File: src/inc/fbwp_pkg.sv
// Package: constants and carrier types for the flash block write-protect logic
package fbwp_pkg;

   // Status register field positions
   localparam int unsigned STAT_LOCK_BIT    = 7;
   localparam int unsigned STAT_QUAD_BIT    = 6;
   localparam int unsigned STAT_LEVEL_HI    = 5;
   localparam int unsigned STAT_LEVEL_LO    = 2;
   localparam int unsigned STAT_WEL_BIT     = 1;
   localparam int unsigned STAT_WIP_BIT     = 0;

   // Reset and factory default of the status register
   localparam logic [7:0]  STAT_RESET       = 8'h00;
   // Bits that the status write may change (lock, quad, level)
   localparam logic [7:0]  STAT_WRITE_MASK  = 8'hfc;

   // Array geometry: 64 KB blocks, 24-bit byte address
   localparam int unsigned ADDR_W           = 24;
   localparam int unsigned BLOCK_SHIFT      = 16;
   localparam int unsigned BLOCK_W          = 8;

   // Density selection codes
   localparam logic [1:0]  DENS_256         = 2'h0;
   localparam logic [1:0]  DENS_128         = 2'h1;
   localparam logic [1:0]  DENS_64          = 2'h2;

   // Level at and above which the whole array is protected, per density
   localparam logic [3:0]  ALL_LEVEL_256    = 4'h9;
   localparam logic [3:0]  ALL_LEVEL_128    = 4'h8;
   localparam logic [3:0]  ALL_LEVEL_64     = 4'h7;

   // Operation kinds offered for a protection check
   typedef enum logic [1:0] {
      OP_PROGRAM  = 2'b00,
      OP_ERASE    = 2'b01,
      OP_CHIP     = 2'b10,
      OP_NONE     = 2'b11
   } fbwp_op_t;

   // Program or erase request from the command decoder
   typedef struct packed {
      logic                valid;
      fbwp_op_t            op;
      logic [ADDR_W-1:0]   addr;
      logic [ADDR_W-1:0]   last;
   } fbwp_req_t;

   // Verdict returned for one request
   typedef struct packed {
      logic                valid;
      logic                allowed;
   } fbwp_resp_t;

endpackage

File: src/hw/fbwp_core.sv
// Block write-protect, status lock and shared-pin steering for a serial NOR flash
module fbwp_core
   import fbwp_pkg::*;
(
   input  wire logic                ref_clk,
   input  wire logic                rst_n,
   input  wire logic [1:0]          density_sel,
   input  wire logic                write_enable_command,
   input  wire logic                status_write_command,
   input  wire logic [7:0]          status_wdata,
   input  wire logic                set_bottom_command,
   input  wire fbwp_pkg::fbwp_req_t op_req,
   input  wire logic                wp_io2_in,
   input  wire logic                hold_io3_in,
   input  wire logic                io2_out,
   input  wire logic                io2_oe,
   input  wire logic                io3_out,
   input  wire logic                io3_oe,
   output logic [7:0]               status_protection_register,
   output logic                     protect_from_bottom,
   output fbwp_pkg::fbwp_resp_t     op_resp,
   output logic                     status_write_refused,
   output logic                     wp_io2_pin_out,
   output logic                     wp_io2_pin_oe,
   output logic                     hold_io3_pin_out,
   output logic                     hold_io3_pin_oe,
   output logic                     hold_n_active,
   output logic                     quad_data2_in,
   output logic                     quad_data3_in
);
   import fbwp_pkg::*;

   ////////////////////////////////////////////////////////////////////////////
   // Pin synchronisers and status storage

   logic [1:0]  wp_sync_reg;
   logic [1:0]  hold_sync_reg;
   logic [7:0]  stat_reg;
   logic [7:0]  stat_next;
   logic        wel_reg;
   logic        wel_next;
   logic        stat_write_take;
   logic        stat_write_drop;
   logic        bottom_reg;
   logic        stat_write_ok;

   // Two-stage capture of the protect pin; first stage is read only by the second.
   // Resets to the idle-high level so no false lock or hold follows reset
   always_ff @(posedge ref_clk or negedge rst_n) begin
      if (!rst_n) begin
         wp_sync_reg <= 2'h3;
      end else begin
         wp_sync_reg <= {wp_sync_reg[0], wp_io2_in};
      end
   end

   // Same two-stage capture for the hold pin
   always_ff @(posedge ref_clk or negedge rst_n) begin
      if (!rst_n) begin
         hold_sync_reg <= 2'h3;
      end else begin
         hold_sync_reg <= {hold_sync_reg[0], hold_io3_in};
      end
   end

   // Aliases for the field layout
   logic        lock_bit;
   logic        quad_io_enable;
   logic [3:0]  level;
   logic        wp_level;
   assign lock_bit       = stat_reg[STAT_LOCK_BIT];
   assign quad_io_enable = stat_reg[STAT_QUAD_BIT];
   assign level          = stat_reg[STAT_LEVEL_HI:STAT_LEVEL_LO];
   // In quad mode the pin is data, so hardware lock cannot engage
   assign wp_level       = quad_io_enable ? 1'b1 : wp_sync_reg[1];

   // Lock freezes status only with protect pin low
   // lock with pin low
   assign stat_write_ok = !(lock_bit && !wp_level);

   // An armed status write either lands or is dropped by the lock, never both
   assign stat_write_take = status_write_command && wel_reg && stat_write_ok;
   assign stat_write_drop = status_write_command && wel_reg && !stat_write_ok;

   // Status write replaces only lock, quad and level; latch bits stay internal
   always_comb begin
      stat_next = stat_reg;
      if (stat_write_take) begin
         stat_next = (status_wdata & STAT_WRITE_MASK) | (stat_reg & ~STAT_WRITE_MASK);
      end
   end

   always_ff @(posedge ref_clk or negedge rst_n) begin
      if (!rst_n) begin
         stat_reg <= STAT_RESET;
      end else begin
         stat_reg <= stat_next;
      end
   end

   // Write-enable latch: set by write enable, cleared by any write attempt.
   // Set wins over clear so a write enable that lands with a command still arms the next one
   // host arms the latch first
   always_comb begin
      wel_next = wel_reg;
      if (write_enable_command) begin
         wel_next = 1'b1;
      end else if (status_write_command || set_bottom_command || op_req.valid) begin
         wel_next = 1'b0;
      end
   end

   // Latch storage
   always_ff @(posedge ref_clk or negedge rst_n) begin
      if (!rst_n) begin
         wel_reg <= 1'b0;
      end else begin
         wel_reg <= wel_next;
      end
   end

   // Direction bit only ever goes from top to bottom
   // one-time bottom
   always_ff @(posedge ref_clk or negedge rst_n) begin
      if (!rst_n) begin
         bottom_reg <= 1'b0;
      end else if (set_bottom_command && wel_reg) begin
         bottom_reg <= 1'b1;
      end
   end

   ////////////////////////////////////////////////////////////////////////////
   // Protected range from level, density and direction

   logic [3:0]          all_level;
   logic [BLOCK_W-1:0]  max_blk;
   logic                none_prot;
   logic                all_prot;
   logic [BLOCK_W-1:0]  span_m1;
   logic [BLOCK_W-1:0]  lo_blk;
   logic [BLOCK_W-1:0]  hi_blk;

   // Density picks both the array size and the whole-array level
   always_comb begin
      unique case (density_sel)
         DENS_128: begin
            all_level = ALL_LEVEL_128;
            max_blk   = 8'h7f;
         end
         DENS_64: begin
            all_level = ALL_LEVEL_64;
            max_blk   = 8'h3f;
         end
         default: begin
            all_level = ALL_LEVEL_256;
            max_blk   = 8'hff;
         end
      endcase
   end

   // Level zero is caught first: a zero span would otherwise still cover one block
   // level zero none
   assign none_prot = (level == 4'h0);
   assign all_prot  = (level >= all_level);
   // Span of 2^(n-1) blocks less one; level is below all_level here, so n-1 <= 7
   assign span_m1   = none_prot ? 8'h00 : 8'((9'h001 << (level - 4'h1)) - 9'h001);

   always_comb begin
      if (all_prot) begin
         lo_blk = 8'h00;
         hi_blk = max_blk;
      end else if (bottom_reg) begin
         lo_blk = 8'h00;
         hi_blk = span_m1;
      end else begin
         lo_blk = max_blk - span_m1;
         hi_blk = max_blk;
      end
   end

   ////////////////////////////////////////////////////////////////////////////
   // Request verdict

   logic [BLOCK_W-1:0]  req_first;
   logic [BLOCK_W-1:0]  req_last;
   logic                overlap;
   logic                verdict;

   assign req_first = op_req.addr[BLOCK_SHIFT +: BLOCK_W];
   assign req_last  = op_req.last[BLOCK_SHIFT +: BLOCK_W];
   assign overlap   = !none_prot && (req_first <= hi_blk) && (req_last >= lo_blk);

   always_comb begin
      unique case (op_req.op)
         OP_CHIP:    verdict = wel_reg && none_prot;
         OP_PROGRAM: verdict = wel_reg && !overlap;
         OP_ERASE:   verdict = wel_reg && !overlap;
         OP_NONE:    verdict = 1'b0;
      endcase
   end

   // Verdict is registered so the decoder sees it one cycle after the request
   always_ff @(posedge ref_clk or negedge rst_n) begin
      if (!rst_n) begin
         op_resp <= '0;
      end else begin
         op_resp.valid   <= op_req.valid;
         op_resp.allowed <= op_req.valid && verdict;
      end
   end

   // Pulse when a status write is dropped by the hardware lock
   always_ff @(posedge ref_clk or negedge rst_n) begin
      if (!rst_n) begin
         status_write_refused <= 1'b0;
      end else begin
         status_write_refused <= stat_write_drop;
      end
   end

   // Status image for reads, with the latch in its own bit.
   // Both parts take their next value so the image never shows a latch a cycle stale
   always_ff @(posedge ref_clk or negedge rst_n) begin
      if (!rst_n) begin
         status_protection_register <= STAT_RESET;
      end else begin
         status_protection_register <= {stat_next[STAT_LOCK_BIT:STAT_LEVEL_LO], wel_next, 1'b0};
      end
   end

   // Direction image; follows the one-time bit a cycle later
   always_ff @(posedge ref_clk or negedge rst_n) begin
      if (!rst_n) begin
         protect_from_bottom <= 1'b0;
      end else begin
         protect_from_bottom <= bottom_reg;
      end
   end

   ////////////////////////////////////////////////////////////////////////////
   // Shared pin steering

   // Quad mode turns pins into data; otherwise they are inputs with control meaning
   // data lines driven
   always_ff @(posedge ref_clk or negedge rst_n) begin
      if (!rst_n) begin
         wp_io2_pin_out   <= 1'b0;
         wp_io2_pin_oe    <= 1'b0;
         hold_io3_pin_out <= 1'b0;
         hold_io3_pin_oe  <= 1'b0;
      end else begin
         wp_io2_pin_out   <= quad_io_enable & io2_out;
         wp_io2_pin_oe    <= quad_io_enable & io2_oe;
         hold_io3_pin_out <= quad_io_enable & io3_out;
         hold_io3_pin_oe  <= quad_io_enable & io3_oe;
      end
   end

   // Received levels: hold meaning with quad off, data with quad on; the unused one reads zero
   // control functions
   always_ff @(posedge ref_clk or negedge rst_n) begin
      if (!rst_n) begin
         hold_n_active <= 1'b0;
         quad_data2_in <= 1'b0;
         quad_data3_in <= 1'b0;
      end else begin
         hold_n_active <= !quad_io_enable && !hold_sync_reg[1];
         quad_data2_in <= quad_io_enable & wp_sync_reg[1];
         quad_data3_in <= quad_io_enable & hold_sync_reg[1];
      end
   end

endmodule

File: config.mk
export PLATFORM = sky130hd
export DESIGN_NAME = fbwp_core
export DESIGN_NICKNAME = d
export VERILOG_FILES = /design/src/inc/fbwp_pkg.sv /design/src/hw/fbwp_core.sv
export SDC_FILE = /design/constraint.sdc
export NUM_CORES = 1
export LEC_CHECK = 0
export BUFFER_PORTS_ARGS = -buffer_cell sky130_fd_sc_hd__buf_4
export CORE_MARGIN = 1.5
export CORE_UTILIZATION = 47
export DETAILED_ROUTE_END_ITERATION = 16
export PLACE_DENSITY = 0.85
export SYNTH_ARGS = -nofsm -noshare
export SYNTH_HDL_FRONTEND = slang
export SYNTH_SLANG_ARGS = --single-unit
File: constraint.sdc
create_clock -name ref_clk -period 8.2 [get_ports ref_clk]
set_clock_uncertainty 0.05 [all_clocks]
set_input_delay 0.41 -clock ref_clk [delete_from_list [all_inputs] [get_ports ref_clk]]
set_output_delay 0.41 -clock ref_clk [all_outputs]
set_load 0.05 [all_outputs]
# Word-level counts from Yosys, hierarchy flattened
# Cells that the tools add are included.
[word_totals]
ff_bits = 32
latchBits = 0
ramBits = 0
rom_bits = 0
in_bits = 72
out_inout_bits = 19
word_cells = 71
mem_count = 0
[classes]
n_addsub = 3
mul = 0
div = 0
n_lt_le_gt_ge = 3
n_eq_ne = 5
shift = 1
n_mux = 12
bitwise_logic = 7
n_reduce_logical = 22
[ops]
columns = ["operator", "count"]
rows = [
  ["$mux 8", 6],
  ["$pmux 8 s2", 1],
  ["$logic_and 1x1->1", 11],
  ["$ge 8x8->1", 1],
  ["$le 8x8->1", 1],
  ["$or 8x2->8", 1],
  ["$pmux 4 s2", 1],
  ["$shl 1x4->8 const A", 1],
  ["$sub 8x1->8 const B", 1],
  ["$sub 8x8->8", 1],
  ["$and 1x1->1", 6],
  ["$eq 2x2->1 const B", 3],
  ["$logic_not 1->1", 6],
  ["$eq 2x1->1 const B", 2],
  ["$ge 4x4->1", 1],
  ["$logic_not 4->1", 1],
  ["$sub 4x1->4 const B", 1],
  ["$mux 1", 3],
  ["$pmux 1 s3", 1],
  ["$logic_not 2->1", 1],
  ["$logic_or 1x1->1", 2],
  ["$reduce_or 2->1", 1],
]

# Depth between registers and ports, before layout
[logic_depth]
word_depth = 13
ltp_mapped = 16
depth_no_buf = 15

# Worst setup path after synthesis
# Ideal clock, no wire load.
[synth_path]
path_kind = "flip-flop to flip-flop"
start = "reg status_protection_register[4] (netlist name)"
end = "reg op_resp[0] (netlist bit)"
setup_ps = 135
arrival_time_ps = 3215
required_ps = 8015
path_slack_ps = 4801
stages_incl_launch_ff = 17
path_buffers = 2
period_less_slack_ps = 3399
cell_sequence = "dfrtp_1 -> buf_2 -> buf_2 -> or3_1 -> ha_1 -> nor2_1 -> a31oi_1 -> o2bb2ai_1 -> ha_1 -> xor2_1 -> xnor2_1 -> nand2b_1 -> ha_1 -> and4_1 -> o21ai_0 -> o211ai_1 -> o211ai_1"
[synth_rtl]
columns = ["item", "line_no", "rtl"]
rows = [
  ["end, declared", "fbwp_core.sv:21", "output fbwp_pkg::fbwp_resp_t op_resp,"],
]

==> run metrics <==
Synth Cell Area=0.00159 mm^2; routability cong.=0.788; RSZ-0062 raised after global routing=no; per-cell routed wire length=12.9 um; worst skew pair latency=0.31 ns; top post-synthesis cells by area=dfrtp_1 (30%), ha_1 (19%), dfstp_2 (6.6%); Simple-Gate Fraction of Synth Area=0.179; Post-CTS Setup Inserts=0; PwrDens=187 mW/mm^2; Clock power frac=0.133; worst setup path start=status_protection_register[3]; mux contribution to synthesized area=0.0542; commonest cells after routing, fill and taps aside=buf_4 (55), ha_1 (24), dfrtp_1 (19); Crit. End Element=flip-flop; final setup fails=0; max reg flops=7; clk sink count=23; CTS H-Tree Depth=1; Hold Vio Cnt, Final=0; Sw Ratio=0.421; total number of yosys warnings=0; Pins Over Slew Limit=0; Mapped Cells=roughly 160; most flop-heavy register=status_protection_register; routed via count=1353; Die Ht=61.2 um; top-area cell type share of the netlist area=0.299; CTS tree=built; Synthesized Nets=252; vias per cell=5.33; Post-synth EDFFs=0; Post-Synth XOR/XNOR Area=0.0110; Seq/Total Area, Yosys=0.364; clock root buffer=clkbuf_4; Finished Layout Cells=254; DP HPWL=2650 um; Compound-Gate Fraction of Synth Area=0.158; MaxCap Viol Count=0; WL final=3280 um; Fill cells=~260; Area Overhead vs Synth=29.6%; ANT nets after route=0; final instance area=0.00206 mm^2; nets=307; TritonCTS Buffers=3; worst-margin pin slew=0.596 ns; Post-route DRC=0; global-route wire length before repair=between 5000 and 6000 um; crit path max fanout=15; crit path kind=flip-flop to flip-flop; status=completed; post-placement cell count=~250; Hold Path Class=input pin to flip-flop; First-pass DRT Iterations=4; Die W=61.2 um; IO Count=91; Placed Area=0.00203 mm^2; I/O Buffers=55; clock tree buffer depth=2; Die ar.=0.00375 mm^2; min Tclk post-route=3.51 ns; leakage=~0.99 nW; Int Power=approximately 0.22 mW; share of layout cells above drive strength 1=0.371; clock-pin slew on the worst setup and hold paths=0.11 ns; Synth Area in Adders=0.189; power share of the combinational group=0.482; Finished Core Util=0.660; CP Data Required Time=8.33 ns; Hold Startpoint=wp_io2_in; area leader, netlist=dfrtp_1; number of DRC violations after detailed-routing iteration 0=59; Starting Density=0.509; commonest register cell after synthesis=dfrtp_1; largest net degree at the start of global routing=24; period utilization=0.428; Synth Register Bits=23; worst rel slew slack=0.602; post-synth cell types=46; Core Area=0.00313 mm^2; average size of a mapped cell=approximately 10 um^2; setup TNS=0 ns; Sequential Power Share=0.385; crit start category=flip-flop; Core Rows=20; NetSw=0.162 mW; antenna cells=0; Total Routing Usage GR=0.201; commonest non-fill, non-tap cell in the layout=buf_4; asr flop ratio synth=1.00; maximum achievable frequency=285 MHz; CP arrival=~3.6 ns; vias in the first global route=approximately 1200; Worst VDD drop=roughly 120 uV; largest family of logic cells by synthesized area=adder cells; initial antenna violation count=0; GRT overflow=0; worst r2r src=status_protection_register[3]
metrics by stage:
| step | setup WS [ns] | hold slack [ns] | total power, mW |
|---|---|---|---|
| detailed placement | 4.70 | 0.259 | 0.337 |
| finish | 4.69 | 0.149 | 0.386 |
| CTS | 4.66 | 0.138 | 0.388 |
| global route | 4.34 | 0.117 | 0.417 |
| floorplan | 4.80 | 0.0644 | 0.281 |
| global placement | 4.76 | 0.258 | 0.332 |
cell families (layout without fill, tap and decap cells):
family	Yosys count	in the layout
fa+ha+maj	24	24
buf+inv	15	69
simple gates	49	49
mux	8	8
xor+xnor	2	2
other cells	1	1
compound gates	34	34
flops	23	23
worst max-delay path, cell delays in order, from the launching register on:
cell and delay (ns):
dfrtp_1 0.57, nand2b_1 0.24, or3_1 0.32, ha_1 0.28
nor2_1 0.16, a31oi_1 0.10, o2bb2ai_1 0.23, ha_1 0.20
xor2_1 0.18, xnor2_1 0.14, nand2b_1 0.08, ha_1 0.28
and4_1 0.17, o21ai_0 0.07, o211ai_1 0.18, o211ai_1 0.13
synth_stat cells, types with 2 or more instances:
cell	count
o21ai_0	4
buf_2	3
and2_1	6
nor2b_1	2
nand2b_1	5
buf_4	2
dfstp_2	4
o211ai_1	4
nand2_1	5
ha_1	24
and4_1	3
a21oi_1	4
inv_1	9
nor2_1	11
nor3_1	3
a31oi_1	2
dfrtp_1	19
or2_2	6
mux2i_1	3
o21bai_1	2
a211o_1	3
o21ai_1	2
a211oi_1	3
mux2_2	5
power groups by stage:
stage / Sequential [mW] / Combinational (mW) / Clock [mW]
floorplan: 0.176 / 0.105 / 0
global placement: 0.150 / 0.182 / 0
detailed placement: 0.150 / 0.186 / 0
CTS: 0.148 / 0.187 / 0.0526
global route: 0.152 / 0.206 / 0.0589
finish: 0.149 / 0.186 / 0.0514
what timing repair did:
| action | 4_1_cts | 5_1_grt |
|---|---|---|
| endpoints found under the setup margin | 0 | 0 |
| hold buffers | 1 | 0 |
| hold endpoints to repair | 19 | 0 |
| gates resized for setup | 0 | 0 |
per-layer routing:
layer,up-vias,global-route usage,share of wire
met5,-,0,0
met4,0,0.0559,0.0070
met3,2,0.0273,0.052
met2,41,0.321,0.50
met1,636,0.286,0.44
li1,674,-,-
final timing paths:
| check | to | slack, ns | depth (start not counted) |
|---|---|---|---|
| max in group asynchronous | wp_sync_reg[0] | 7.35 | 2 |
| max | op_resp[0] | 4.69 | 15 |
| min reg2reg | wp_sync_reg[1] | 0.31 | 0 |
| min in group asynchronous | hold_io3_pin_out | 0.46 | 2 |
| min | wp_sync_reg[0] | 0.15 | 1 |
| max reg2reg | op_resp[0] | 4.69 | 15 |
layout make-up:
| class | instances | area [um^2] | area share |
|---|---|---|---|
| Tap cell | 44 | 55.1 | 0.0267 |
| Multi-Input combinational cell | 118 | 945 | 0.458 |
| Timing Repair Buffer | 56 | 423 | 0.205 |
| Clock buffer | 3 | 22.5 | 0.0109 |
| Clock inverter | 1 | 5.00 | 0.00242 |
| Sequential cell | 23 | 581 | 0.281 |
| Inverter | 9 | 33.8 | 0.0164 |
Note: power is estimated with default switching activity, not from simulation.
